--- config.mk ---
export PLATFORM = sky130hd
export DESIGN_NAME = fmct_top
export DESIGN_NICKNAME = d
export VERILOG_FILES = /design/src/inc/fmct_pkg.sv /design/src/logic/fmct_zero_run.sv /design/src/logic/fmct_top.sv
export VERILOG_INCLUDE_DIRS = /design/src /design/src/inc
export SDC_FILE = /design/constraint.sdc
export NUM_CORES = 1
export LEC_CHECK = 0
export BUFFER_PORTS_ARGS = -buffer_cell sky130_fd_sc_hd__clkbuf_2
export CORE_ASPECT_RATIO = 1.5
export CORE_MARGIN = 2
export CORE_UTILIZATION = 25
export CTS_CLUSTER_SIZE = 8
export DETAILED_ROUTE_END_ITERATION = 7
export SLEW_MARGIN = 20
export SYNTH_ARGS = -nofsm -noshare
export SYNTH_HDL_FRONTEND = slang
export SYNTH_SLANG_ARGS = --single-unit
--- constraint.sdc ---
create_clock -name clk_i -period 6.65 [get_ports clk_i]
set_input_delay 0.9975 -clock clk_i [delete_from_list [all_inputs] [get_ports clk_i]]
set_output_delay 0.9975 -clock clk_i [all_outputs]
set_load 0.05 [all_outputs]
--- src/inc/fmct_defs.svh ---
/*
  Offsets, field positions, reset values, frame codes and timing figures
  of the fax mode command and training block.
  Assumes a 32-bit Wishbone register bus and a 250 MHz core clock.
*/
`ifndef FMCT_DEFS_SVH
`define FMCT_DEFS_SVH
// ==========================================
// Register byte offsets
`define FMCT_A_CTRL 8'h00
`define FMCT_A_MODE 8'h04
`define FMCT_A_STAT 8'h08
`define FMCT_A_RXM 8'h0c
`define FMCT_A_RUN 8'h10
// ==========================================
// Mode register fields and reset values
`define FMCT_M_SCAN 2:0
`define FMCT_M_FSZ 3
`define FMCT_M_WSRC 4
`define FMCT_M_W1216 5
`define FMCT_M_W864 6
`define FMCT_M_WID 8:7
`define FMCT_M_RATE 10:9
`define FMCT_MODE_RST 11'h000
`define FMCT_RUN_RST 16'h0960
// ==========================================
// Identification fields, first bit sent is bit 7
`define FMCT_ID_CMD 8'h41
`define FMCT_ID_CFR 8'h21
`define FMCT_ID_FTT 8'h22
`define FMCT_ID_KEEP 8'h7f
`define FMCT_ID_LEN 6'h08
`define FMCT_FRM_LEN 6'h38
// ==========================================
// Recording widths in picture elements
`define FMCT_W_1728 12'h6c0
`define FMCT_W_2432 12'h980
`define FMCT_W_2048 12'h800
`define FMCT_W_1216 12'h4c0
`define FMCT_W_864 12'h360
// ==========================================
// Timing
`define FMCT_TCF_MS 1500
`define FMCT_CLK_KHZ 250000
`endif

--- src/inc/fmct_pkg.sv ---
/*
  Types of the fax mode command and training block.
  Assumes nothing beyond a SystemVerilog compiler.
*/
package fmct_pkg;
  // ==========================================
  // Training sequencer states
  typedef enum logic [2:0] {
    FMCT_IDLE = 3'h0,
    FMCT_WAIT_TRAIN = 3'h1,
    FMCT_TCF = 3'h2,
    FMCT_REPLY = 3'h3,
    FMCT_TRAIN2 = 3'h4
  } fmct_seq_t;
endpackage : fmct_pkg

--- src/logic/fmct_zero_run.sv ---
/*
  Zero-run detector for the training check sequence.
  Assumes bits arrive with a one-cycle valid strobe, synchronous to clk_i.
*/
`timescale 1ns/1ps
module fmct_zero_run #(
  parameter int unsigned W = 16
) (
  // Clock and reset
  input wire logic clk_i,
  input wire logic rst_i,
  // Control
  input wire logic clr_i,
  input wire logic en_i,
  input wire logic [W-1:0] need_i,
  // Bit stream
  input wire logic bit_i,
  input wire logic valid_i,
  // Result
  output logic hit_o
);
  logic [W-1:0] cnt, next_cnt;
  logic next_hit;

  // ==========================================
  // Run counter
  always_comb begin
    next_cnt = cnt;
    next_hit = hit_o;
    if (clr_i) begin
      next_cnt = '0;
      next_hit = 1'h0;
    end else if (en_i && valid_i) begin
      if (bit_i) begin
        next_cnt = '0;
      end else begin
        if (cnt != {W{1'h1}}) begin
          next_cnt = cnt + 1'h1;
        end
        if (cnt + 1'h1 >= need_i) begin
          next_hit = 1'h1;
        end
      end
    end
  end

  always_ff @(posedge clk_i) begin
    if (rst_i) begin
      cnt <= '0;
      hit_o <= 1'h0;
    end else begin
      cnt <= next_cnt;
      hit_o <= next_hit;
    end
  end

  a_run_one_breaks: assert property (@(posedge clk_i) disable iff (rst_i)
    (en_i && valid_i && bit_i && !clr_i) |=> (cnt == '0))
    else $error("Run counter not cleared by a one bit");
endmodule : fmct_zero_run

--- src/logic/fmct_top.sv ---
/*
  Fax mode command frame builder and interpreter with training check
  sequencer, reached over a classic Wishbone slave.
  Assumes a modem front end that moves control bits at 300 bit/s over a
  valid/ready bit port, marks received frame starts, flags training
  patterns and delivers high-speed data bits with a valid strobe.
*/
// How it works
// - Command ID fixed, first bit don't-care
// - Bits 21-23 encode minimum scan time
// - Halved-time scan codes banned in command
// - Bit 28 picks 256 or 64 octets
// - Bit 33 picks width source
// - Bits 34,35 narrow widths; 36,37 invalid
// - Standard setting: bits 41,45 set
// - Extend bits set, unused modes cleared
// - Equalizer adapts during first training
// - Good check answers with confirmation frame
// - Bad check answers with failure frame
// - Second training re-adapts equalizer
// - Control frames use 300 bit/s channel
// - Frame is ID octet plus data
`timescale 1ns/1ps
`include "fmct_defs.svh"
module fmct_top #(
  parameter int unsigned TCF_CYC = `FMCT_TCF_MS * `FMCT_CLK_KHZ,
  parameter int unsigned RUN_W = 16
) (
  // Clock and reset
  input wire logic clk_i,
  input wire logic rst_i,
  // Wishbone slave
  input wire logic wb_cyc_i,
  input wire logic wb_stb_i,
  input wire logic wb_we_i,
  input wire logic [7:0] wb_adr_i,
  input wire logic [31:0] wb_dat_i,
  input wire logic [3:0] wb_sel_i,
  output logic [31:0] wb_dat_o,
  output logic wb_ack_o,
  // Control frame channel
  output logic ctl_tx_bit_o,
  output logic ctl_tx_valid_o,
  input wire logic ctl_tx_ready_i,
  input wire logic ctl_rx_sof_i,
  input wire logic ctl_rx_bit_i,
  input wire logic ctl_rx_valid_i,
  // High-speed data channel
  input wire logic train_i,
  input wire logic dat_bit_i,
  input wire logic dat_valid_i,
  output logic eq_adapt_o,
  // Status
  output fmct_pkg::fmct_seq_t state_o
);
  import fmct_pkg::*;

  if (TCF_CYC < 2 || RUN_W < 8 || RUN_W > 16) begin : g_chk
    $error("fmct_top: unsupported parameter values");
  end

  // ==========================================
  // Helpers
  function automatic logic [7:0] fmct_rev8(input logic [7:0] v);
    logic [7:0] r;
    r = '0;
    for (int i = 0; i < 8; i++) begin
      r[i] = v[7-i];
    end
    return r;
  endfunction : fmct_rev8

  function automatic logic fmct_scan_ok(input logic [2:0] c);
    return (c == 3'h0) || (c == 3'h1) || (c == 3'h2) || (c == 3'h4) || (c == 3'h7);
  endfunction : fmct_scan_ok

  function automatic logic [7:0] fmct_scan_ms(input logic [2:0] c);
    case (c)
      3'h0: return 8'h14;
      3'h1: return 8'h28;
      3'h2: return 8'h0a;
      3'h4: return 8'h05;
      default: return 8'h00;
    endcase
  endfunction : fmct_scan_ms

  // Returns invalid flag above the width in elements
  function automatic logic [12:0] fmct_width(input logic src, input logic [1:0] wid,
                                             input logic w1216, input logic w864);
    if (!src) begin
      case (wid)
        2'h0: return {1'h0, `FMCT_W_1728};
        2'h1: return {1'h0, `FMCT_W_2432};
        2'h2: return {1'h0, `FMCT_W_2048};
        default: return {1'h1, `FMCT_W_1728};
      endcase
    end else if (w1216 && w864) begin
      return {1'h1, `FMCT_W_1728};
    end else if (w1216) begin
      return {1'h0, `FMCT_W_1216};
    end else if (w864) begin
      return {1'h0, `FMCT_W_864};
    end else begin
      return {1'h0, `FMCT_W_1728};
    end
  endfunction : fmct_width

  function automatic logic [31:0] fmct_merge(input logic [31:0] o, input logic [31:0] n,
                                             input logic [3:0] s);
    logic [31:0] r;
    r = o;
    for (int i = 0; i < 4; i++) begin
      if (s[i]) begin
        r[i*8 +: 8] = n[i*8 +: 8];
      end
    end
    return r;
  endfunction : fmct_merge

  // ==========================================
  // Declarations
  logic ack, next_ack;
  logic [31:0] dat, next_dat;
  logic send, next_send;
  logic rx_en, next_rx_en;
  logic [10:0] mode, next_mode;
  logic [4:0] stk, next_stk;
  logic [15:0] run_req, next_run;
  logic [55:0] tsh, next_tsh;
  logic [5:0] tcnt, next_tcnt;
  logic [55:0] rsh, next_rsh;
  logic [5:0] rcnt, next_rcnt;
  logic rlive, next_rlive;
  logic rdone, next_rdone;
  logic [24:0] rxm, next_rxm;
  fmct_seq_t seq, next_seq;
  logic [31:0] timer, next_timer;
  logic pass, next_pass;
  logic train_q, next_eq;
  logic zclr, zhit;
  logic bus_req, tx_busy, load_reply, send_take, cmd_ok, load_cmd;
  logic [48:1] cmd_d;
  logic [12:0] cmd_wid, rwid;
  logic [48:1] rd;
  logic [2:0] rscan;
  logic rx_ok, ev_frm, ev_bad, ev_cerr, ev_cfr, ev_ftt;
  logic [4:0] stk_set;

  assign bus_req = wb_cyc_i & wb_stb_i & ~ack;
  assign wb_ack_o = ack;
  assign wb_dat_o = dat;
  assign state_o = seq;

  // ==========================================
  // Command frame assembly
  assign cmd_wid = fmct_width(mode[`FMCT_M_WSRC], mode[`FMCT_M_WID], mode[`FMCT_M_W1216], mode[`FMCT_M_W864]);
  assign cmd_ok = fmct_scan_ok(mode[`FMCT_M_SCAN]) && !cmd_wid[12];

  always_comb begin
    cmd_d = '0;
    cmd_d[10] = 1'h1;
    cmd_d[11] = mode[10];
    cmd_d[12] = mode[9];
    cmd_d[17] = mode[8];
    cmd_d[18] = mode[7];
    cmd_d[21] = mode[2];
    cmd_d[22] = mode[1];
    cmd_d[23] = mode[0];
    cmd_d[24] = 1'h1;
    cmd_d[28] = mode[`FMCT_M_FSZ];
    cmd_d[32] = 1'h1;
    cmd_d[33] = mode[`FMCT_M_WSRC];
    cmd_d[34] = mode[`FMCT_M_W1216];
    cmd_d[35] = mode[`FMCT_M_W864];
    cmd_d[40] = 1'h1;
    cmd_d[41] = 1'h1;
    cmd_d[45] = 1'h1;
  end

  // ==========================================
  // Control frame transmitter, least significant bit first
  assign tx_busy = (tcnt != 6'h00);
  assign load_reply = (seq == FMCT_REPLY) && !tx_busy;
  assign send_take = send && !tx_busy && !load_reply;
  assign load_cmd = send_take && cmd_ok;
  assign ctl_tx_valid_o = tx_busy;
  assign ctl_tx_bit_o = tsh[0];

  always_comb begin
    next_tsh = tsh;
    next_tcnt = tcnt;
    if (load_reply) begin
      next_tsh = {48'h0, fmct_rev8(pass ? `FMCT_ID_CFR : `FMCT_ID_FTT)};
      next_tcnt = `FMCT_ID_LEN;
    end else if (load_cmd) begin
      next_tsh = {cmd_d, fmct_rev8(`FMCT_ID_CMD)};
      next_tcnt = `FMCT_FRM_LEN;
    end else if (tx_busy && ctl_tx_ready_i) begin
      next_tsh = {1'h0, tsh[55:1]};
      next_tcnt = tcnt - 6'h01;
    end
  end

  always_ff @(posedge clk_i) begin
    if (rst_i) begin
      tsh <= '0;
      tcnt <= '0;
    end else begin
      tsh <= next_tsh;
      tcnt <= next_tcnt;
    end
  end

  // ==========================================
  // Control frame receiver and command decode
  assign rd = rsh[55:8];
  assign rscan = {rd[21], rd[22], rd[23]};
  assign rwid = fmct_width(rd[33], {rd[17], rd[18]}, rd[34], rd[35]);
  assign rx_ok = fmct_scan_ok(rscan) && !rwid[12] && !rd[36] && !rd[37];
  assign ev_frm = rdone && rx_ok;
  assign ev_bad = rdone && !rx_ok;

  always_comb begin
    next_rsh = rsh;
    next_rcnt = rcnt;
    next_rlive = rlive;
    next_rdone = 1'h0;
    next_rxm = rxm;
    if (!rx_en) begin
      next_rlive = 1'h0;
    end else if (ctl_rx_sof_i) begin
      next_rlive = 1'h1;
      next_rcnt = '0;
    end else if (ctl_rx_valid_i && rlive) begin
      next_rsh = {ctl_rx_bit_i, rsh[55:1]};
      next_rcnt = rcnt + 6'h01;
      if (rcnt == `FMCT_ID_LEN - 6'h01 &&
          (fmct_rev8(next_rsh[55:48]) & `FMCT_ID_KEEP) != (`FMCT_ID_CMD & `FMCT_ID_KEEP)) begin
        next_rlive = 1'h0;
      end
      if (rcnt == `FMCT_FRM_LEN - 6'h01) begin
        next_rlive = 1'h0;
        next_rdone = 1'h1;
      end
    end
    if (ev_frm) begin
      next_rxm = {rwid[12], fmct_scan_ms(rscan), rwid[11:0], rd[28], rscan};
    end
  end

  always_ff @(posedge clk_i) begin
    if (rst_i) begin
      rsh <= '0;
      rcnt <= '0;
      rlive <= 1'h0;
      rdone <= 1'h0;
      rxm <= '0;
    end else begin
      rsh <= next_rsh;
      rcnt <= next_rcnt;
      rlive <= next_rlive;
      rdone <= next_rdone;
      rxm <= next_rxm;
    end
  end

  // ==========================================
  // Training and training check sequencer
  fmct_zero_run #(
    .W(RUN_W)
  ) u_zero_run (
    .clk_i(clk_i),
    .rst_i(rst_i),
    .clr_i(zclr),
    .en_i(seq == FMCT_TCF),
    .need_i(run_req[RUN_W-1:0]),
    .bit_i(dat_bit_i),
    .valid_i(dat_valid_i),
    .hit_o(zhit)
  );

  assign ev_cfr = load_reply && pass;
  assign ev_ftt = load_reply && !pass;

  always_comb begin
    next_seq = seq;
    next_timer = timer;
    next_pass = pass;
    zclr = 1'h0;
    next_eq = ((seq == FMCT_WAIT_TRAIN) || (seq == FMCT_TRAIN2)) && train_i;
    case (seq)
      FMCT_IDLE: begin
        next_timer = '0;
      end
      FMCT_WAIT_TRAIN: begin
        if (train_q && !train_i) begin
          next_seq = FMCT_TCF;
          next_timer = '0;
          zclr = 1'h1;
        end
      end
      FMCT_TCF: begin
        next_timer = timer + 32'h1;
        if (timer == 32'(TCF_CYC - 1)) begin
          next_seq = FMCT_REPLY;
          next_pass = zhit;
        end
      end
      FMCT_REPLY: begin
        if (load_reply) begin
          next_seq = pass ? FMCT_TRAIN2 : FMCT_WAIT_TRAIN;
        end
      end
      FMCT_TRAIN2: begin
        if (train_q && !train_i) begin
          next_seq = FMCT_IDLE;
        end
      end
      default: begin
        next_seq = FMCT_IDLE;
      end
    endcase
    if (ev_frm) begin
      next_seq = FMCT_WAIT_TRAIN;
    end
    if (!rx_en) begin
      next_seq = FMCT_IDLE;
    end
  end

  always_ff @(posedge clk_i) begin
    if (rst_i) begin
      seq <= FMCT_IDLE;
      timer <= '0;
      pass <= 1'h0;
      train_q <= 1'h0;
      eq_adapt_o <= 1'h0;
    end else begin
      seq <= next_seq;
      timer <= next_timer;
      pass <= next_pass;
      train_q <= train_i;
      eq_adapt_o <= next_eq;
    end
  end

  // ==========================================
  // Wishbone register file
  assign ev_cerr = send_take && !cmd_ok;
  assign stk_set = {ev_ftt, ev_cfr, ev_cerr, ev_bad, ev_frm};

  always_comb begin
    logic [31:0] cur;
    logic [31:0] w;
    cur = 32'h0;
    w = 32'h0;
    case (wb_adr_i)
      `FMCT_A_CTRL: cur = {30'h0, rx_en, send};
      `FMCT_A_MODE: cur = {21'h0, mode};
      `FMCT_A_STAT: cur = {19'h0, stk, 3'h0, tx_busy, 1'h0, seq};
      `FMCT_A_RXM: cur = {7'h0, rxm};
      `FMCT_A_RUN: cur = {16'h0, run_req};
      default: cur = 32'h0;
    endcase
    w = fmct_merge(cur, wb_dat_i, wb_sel_i);
    next_ack = bus_req;
    next_dat = (bus_req && !wb_we_i) ? cur : 32'h0;
    next_send = send && !send_take;
    next_rx_en = rx_en;
    next_mode = mode;
    next_run = run_req;
    next_stk = stk | stk_set;
    if (bus_req && wb_we_i) begin
      case (wb_adr_i)
        `FMCT_A_CTRL: begin
          next_rx_en = w[1];
          if (w[0]) begin
            next_send = 1'h1;
          end
        end
        `FMCT_A_MODE: next_mode = w[10:0];
        `FMCT_A_STAT: next_stk = (stk & ~w[12:8]) | stk_set;
        `FMCT_A_RUN: next_run = w[15:0];
        default: next_mode = mode;
      endcase
    end
  end

  always_ff @(posedge clk_i) begin
    if (rst_i) begin
      ack <= 1'h0;
      dat <= 32'h0;
      send <= 1'h0;
      rx_en <= 1'h0;
      mode <= `FMCT_MODE_RST;
      stk <= '0;
      run_req <= `FMCT_RUN_RST;
    end else begin
      ack <= next_ack;
      dat <= next_dat;
      send <= next_send;
      rx_en <= next_rx_en;
      mode <= next_mode;
      stk <= next_stk;
      run_req <= next_run;
    end
  end

  // ==========================================
  // Checks
  a_cmd_id_field: assert property (@(posedge clk_i) disable iff (rst_i)
    load_cmd |=> (tsh[7:1] == 7'h41 && tcnt == 6'h38))
    else $error("Command frame ID wrong");
  a_scan_code_legal: assert property (@(posedge clk_i) disable iff (rst_i)
    load_cmd |=> fmct_scan_ok({tsh[28], tsh[29], tsh[30]}))
    else $error("Halved scan code in command frame");
  a_extend_bits: assert property (@(posedge clk_i) disable iff (rst_i)
    load_cmd |=> (tsh[31] && tsh[39] && tsh[47] && tsh[34:32] == 3'h0 && tsh[38:36] == 3'h0))
    else $error("Extend or unused mode bits wrong");
  a_std_setting: assert property (@(posedge clk_i) disable iff (rst_i)
    load_cmd |=> (tsh[48] && tsh[52] && tsh[51:49] == 3'h0 && tsh[55:53] == 3'h0))
    else $error("Standard setting octet wrong");
  a_width_invalid: assert property (@(posedge clk_i) disable iff (rst_i)
    load_cmd |=> (!tsh[43] && !tsh[44] && tsh[35] == $past(mode[`FMCT_M_FSZ])))
    else $error("Invalid width bits or frame size wrong");
  a_eq_first: assert property (@(posedge clk_i) disable iff (rst_i)
    (seq == FMCT_WAIT_TRAIN && train_i && rx_en) |=> eq_adapt_o)
    else $error("Equalizer not adapting in first training");
  a_eq_second: assert property (@(posedge clk_i) disable iff (rst_i)
    (seq == FMCT_TRAIN2 && train_i) |=> eq_adapt_o)
    else $error("Equalizer not adapting in second training");
  a_reply_cfr: assert property (@(posedge clk_i) disable iff (rst_i)
    (load_reply && pass) |=> (tsh[7:0] == 8'h84 && tcnt == 6'h08 && stk[3]))
    else $error("Confirmation frame wrong");
  a_reply_ftt: assert property (@(posedge clk_i) disable iff (rst_i)
    (load_reply && !pass) |=> (tsh[7:0] == 8'h44 && tcnt == 6'h08 && stk[4]))
    else $error("Failure frame wrong");
  a_check_verdict: assert property (@(posedge clk_i) disable iff (rst_i)
    (seq == FMCT_TCF && rx_en && !ev_frm && timer == 32'(TCF_CYC - 1))
      |=> (seq == FMCT_REPLY && pass == $past(zhit)))
    else $error("Training check verdict wrong");
endmodule : fmct_top

# After elaboration in Yosys (flattened, before gate mapping)
# Cells that the tools add are included.
dict set report totals {
  ff_bits 270
  input_bits 56
  output_inout_bits 39
  wordCells 201
}
dict set report classes {
  n_addsub 4
  n_lt_le_gt_ge 1
  eq_ne 34
  n_mux 46
  n_bitwise 13
  reduce_logical 77
}
# cell count
set ops {}
lappend ops {{one-hot mux 25 bit (5 select lines)} 1}
lappend ops {{two-way mux 53 bit} 2}
lappend ops {{one-hot mux 32 bit (3 select lines)} 1}
lappend ops {{one-hot mux 13 bit (3 select lines)} 2}
lappend ops {{two-way mux 13 bit} 4}
lappend ops {{two-way mux 11 bit} 4}
lappend ops {{adder 32 x 1 -> 32 bit, second input constant} 1}
lappend ops {{equality test 32 x 29 -> 1 bit, second input constant} 1}
lappend ops {{two-way mux 16 bit} 2}
lappend ops {{two-way mux 32 bit} 1}
lappend ops {{logical AND 1 bit} 24}
lappend ops {{two-way mux 6 bit} 4}
lappend ops {{two-way mux 8 bit} 3}
lappend ops {{one-hot mux 6 bit (4 select lines)} 1}
lappend ops {{adder 16 x 1 -> 16 bit, second input constant} 1}
lappend ops {{equality test 8 x 4 -> 1 bit, second input constant} 2}
lappend ops {{>= comparator 16 bit} 1}
lappend ops {{!= test 16 bit, second input constant} 1}
lappend ops {{AND reduction 2 bit} 8}
lappend ops {{equality test 3 bit, second input constant} 5}
lappend ops {{two-way mux 3 bit} 5}
lappend ops {{one-hot mux 3 bit (5 select lines)} 1}
lappend ops {{equality test 3 x 2 -> 1 bit, second input constant} 4}
lappend ops {{zero test 1 bit} 12}
lappend ops {{other kinds (35)} 84}

# Logic depth before layout (Yosys ltp)
dict set report depth {
  word_depth 13
  depth_mapped 11
}

# Hierarchy
# From an unflattened synthesis, not the netlist that was laid out.
dict set report hier_totals {
  cells_unflattened 1266
  hier_area_um2 10570.1
}
# module instances cells_each area_each_um2
set modules_own_cells {}
lappend modules_own_cells {fmct_top 1 1092 9180.1}
lappend modules_own_cells {fmct_zero_run 1 174 1390.1}

# Worst setup path after synthesis
# OpenSTA, ideal clock, no wires.
dict set report synth_path {
  kind {input to register}
  from {input port wb_adr_i[1]}
  to {register run_req[11]}
  setup_ps 120
  t_arrival_ps 2884
  t_required_ps 6530
  setup_slack_ps 3647
  stages 8
  n_path_buf 4
  cell_sequence {or4_1 buf_2 or2_1 buf_6 or3_4 buf_6 buf_6 a211o_1}
}
dict set report synth_between {
  elab_chain_len 3
}
# element line
set synth_rtl {}
lappend synth_rtl {{start: declaration} fmct_top.sv:36} ;# input wire logic [7:0] wb_adr_i,
lappend synth_rtl {{equality test 8 x 5 -> 1 bit, or another cell as far along} {fmct_top.sv:357, fmct_top.sv:374}}
lappend synth_rtl {{one-hot mux 25 bit (5 select lines)} fmct_top.sv:357} ;# case (wb_adr_i)
lappend synth_rtl {{two-way mux 8 bit} fmct_top.sv:113} ;# if (s[i]) begin
lappend synth_rtl {{end signal: assignment} fmct_top.sv:397} ;# run_req <= `FMCT_RUN_RST;
lappend synth_rtl {{end signal: assignment} fmct_top.sv:405} ;# run_req <= next_run;
lappend synth_rtl {{end: declaration} fmct_top.sv:128} ;# logic [15:0] run_req, next_run;
# Parallel ways exist; a longest one is shown, timed or not.
# A chain may end at the register's enable or synchronous reset.

# Final worst setup path
dict set report layout_path {
  from {register tcnt[3]}
  to {output port ctl_tx_valid_o}
}
dict set report layout_between {
  elab_chain_len 1
}
# element line
set layout_rtl {}
lappend layout_rtl {{start: declaration} fmct_top.sv:130} ;# logic [5:0] tcnt, next_tcnt;
lappend layout_rtl {{start signal: assignment} fmct_top.sv:210} ;# tcnt <= next_tcnt;
lappend layout_rtl {{nonzero test 6 bit} fmct_top.sv:182} ;# assign tx_busy = (tcnt != 6'h00);
lappend layout_rtl {{end: declaration} fmct_top.sv:43} ;# output logic ctl_tx_valid_o,
# Every way passes these cells.

==> results.py <==
metrics = {
    "run_status": {
        "status": "finished, final reports clean",
    },
    "sta": {
        "fin_worst_skew_ns": 0.0183,
        "rsz0062_at_grt": "no",
        "setup_violations": 0,
        "tightest_slew_ns": 0.973,
        "hold_viol": 0,
        "fin_crit_sh_pct": 52.6,
        "fmax_mhz": 286,
        "finalCriticalPeriod_ns": 3.49,
        "slew_viol_final": 0,
        "whs_ns": 0.447,
        "max_slew_margin_pct": 34.8,
        "fin_setup_tns_ns": 0,
    },
    "yosys": {
        "ys_seq_area_share_pct": 44.4,
        "ys_warn_count": 0,
        "synth_top_area_cell": "dfxtp_1",
        "syn_area_um2": 10400,
        "synthArstFlopShare_pct": 0,
        "ys_seq_elements": 230,
        "synth_top_cells_by_area": "dfxtp_1, nand2_1, a21oi_1",
        "syn_inst": 1245,
        "synth.distinct_cells": 64,
        "syn-mean-instance-area_um2": 8.32,
        "synth_edf_count": 0,
        "synth_top_area_share_pct": 44.4,
        "synth_ff_type": "dfxtp_1",
    },
    "clocking": {
        "clockBufferDepth": 3,
        "ctsResizeCount": 0,
        "cts_buffers": 35,
        "clk-insertion-delay-late_ns": 0.53,
        "cts.sinks": 230,
        "postCtsSetupRepairBufs": 0,
        "h-tree-depth": 2,
        "clockRootBuffer": "clkbuf_16",
        "tritoncts": "done",
        "holdBufCountCts": 0,
        "cts.clk_slew.worst_paths_ns": 0.05,
    },
    "finish": {
        "areaGrowthSynthToFinish_pct": 16.0,
        "layout_common_cells": "dfxtp_1, nand2_1, nor2_1, a21oi_1, clkbuf_2",
        "drive_gt1_share_pct": 10.7,
        "fin_util_pct": 29.3,
        "mostFrequentLayoutCell": "dfxtp_1",
        "final_nets": 1357,
        "stdcell_area_um2": 12000,
    },
    "grt": {
        "grt_pass1_vias": 8573,
        "overflow": 0,
        "grt_max_degree": 74,
        "grt_pass1_wl_mm": 43.2,
        "grt_use_total_pct": 12.4,
        "antenna_found_initial": 3,
    },
    "floorplan": {
        "die_w_um": 170,
        "die-area_um2": 43100,
        "start_util_pct": 25.3,
        "io_pins": 95,
        "rows": 91,
        "core-area_um2": 41000,
        "die_y_um": 253,
    },
    "setup_path": {
        "cp.depth": 4,
        "start_kind": "register",
        "cp_slowest_cell": "nor2_1",
        "path_buf_inv": 2,
        "max_stage_delay_ns": 0.58,
        "path_cells": "or3_1 > nor2_1 > inv_1 > clkbuf_2",
        "worstReg2RegEnd": "u_zero_run.hit_o",
        "critPathCaptureType": "output pin",
        "ff2ff_setup_slack_ns": 3.48,
        "critical_path_arrival_ns": 2.50,
        "crit_path_end": "ctl_tx_valid_o",
        "reg2reg_from": "u_zero_run.cnt[0]",
        "critPathKind": "reg -> out",
        "cpLargestDelayFamily": "simple AND/OR/NAND/NOR gates",
        "crit_start": "tcnt[3]",
        "crit_required_ns": 5.65,
        "worstRegToRegCells": 11,
        "cp_max_fo": 8,
    },
    "place": {
        "gp_congestion": 0.818,
        "portBuffers": 67,
        "dp_hpwl_mm": 19.0,
        "place_area_um2": 11100,
    },
    "run": {
        "maxCapViolCount": 0,
    },
    "pwr": {
        "leakagePower_uw": 0.00422,
        "finalPower_uw": 3320,
        "irDropWorstVdd_mv": 0.130,
        "power.density_nw_per_um2": 276,
    },
    "drt": {
        "viasPerCell": 4.93,
        "finalWirelength_mm": 26.8,
        "drc": 0,
        "drt-wirelength-per-cell_um": 15.0,
        "ant_nets": 0,
        "firstDrtPassIters": 5,
        "drt_iter0_drc": 568,
        "vias": 8848,
    },
    "hold_path": {
        "hold_class": "reg -> reg",
        "min_from": "tsh[34]",
    },
}
cells by family (layout without fill, tap and decap cells):
family,Yosys count,in the layout,synth area share (%)
and+or+nand+nor,526,526,24.3
buffers and inverters,127,155,5.28
AOI/OAI and AO/OA,258,258,15.7
other,1,10,0.0362
muxes,35,35,3.66
adders and majority gates,24,24,2.90
xor gates and xnor gates,44,44,3.72
DFF,230,230,44.4
final cells by class:
cell class	instances	area, um2
multi-input cells	896	5270
fillers	4358	29000
inverters	36	135
well taps	511	639
diodes	1	2.50
repair buffers	78	420
clock buffers	36	880
clock inverters	5	66.3
flip-flops and latches	230	4600
registers in the layout (all words and copies together) (netlist names), 5 cells and up:
name,flops
run_req,16
tsh,53
mode,11
wb_dat_o,23
u_zero_run.cnt,16
timer,32
tcnt,6
rcnt,6
stk,5
rxm,18
rsh,32
per-layer routing:
metal	vias to the layer above	share of wire (%)	global-route usage, %
met5	-	0.15	0
met4	6	4.9	6.91
met3	80	4.9	2.75
met2	174	49	21.9
met1	4196	41	13.7
li1	4392	-	-
worst min-delay path by stage:
stage | end | slack [ns] | cells past startpoint
detailed placement | wb_dat_o[24] | 0.44 | 1
CTS | tsh[33] | 0.45 | 2
finish | tsh[33] | 0.45 | 2
global placement | wb_dat_o[24] | 0.43 | 1
global route | tsh[51] | 0.46 | 2
floorplan | wb_dat_o[24] | 0.42 | 1
through the flow:
stage	instances	setup slack (ns)
5_1_grt	1792	3.05
2_1_floorplan	1253	3.65
3_3_place_gp	1751	2.97
3_5_place_dp	1751	2.92
4_1_cts	1792	3.14
6_report	1793	3.16
power by group:
part	switching (uW)	internal, uW	leakage (uW)
Sequential	15.5	1400	0.00185
Clock	630	941	0.000464
Combinational	246	86.7	0.00191
Total	891	2430	0.00422
cell usage after synthesis, drive strengths merged, types with 3 or more instances:
| library cell | instances |
|---|---|
| dfxtp | 230 |
| nand2 | 184 |
| nor2 | 135 |
| a21oi | 108 |
| clkbuf | 67 |
| a211oi | 44 |
| inv | 36 |
| nand3 | 34 |
| nand4 | 31 |
| mux2i | 30 |
| o21ai | 28 |
| xor2 | 26 |
| buf | 24 |
| ha | 24 |
| nor3 | 20 |
| a31oi | 18 |
| xnor2 | 18 |
| a22oi | 16 |
| and2 | 14 |
| and3 | 14 |
| nand2b | 14 |
| nor2b | 13 |
| nor4 | 12 |
| or3 | 12 |
| nor3b | 9 |
| nand3b | 7 |
| a311oi | 6 |
| and4 | 6 |
| or2 | 6 |
| a21o | 5 |
| o211ai | 5 |
| o31ai | 4 |
| a211o | 3 |
| mux2 | 3 |
| nand4b | 3 |
| o32ai | 3 |
| or4 | 3 |
worst register-to-register path: stages (launching register included):
cell	delay, ns
dfxtp_1	0.45
ha_1	0.27
nand3_1	0.19
nor4_2	0.77
nand2_1	0.15
xnor2_1	0.17
ha_1	0.29
nand4_1	0.12
nor2_1	0.07
and4_1	0.19
a31oi_1	0.23
a41oi_1	0.13
Note: power is estimated with default switching activity, not from simulation.
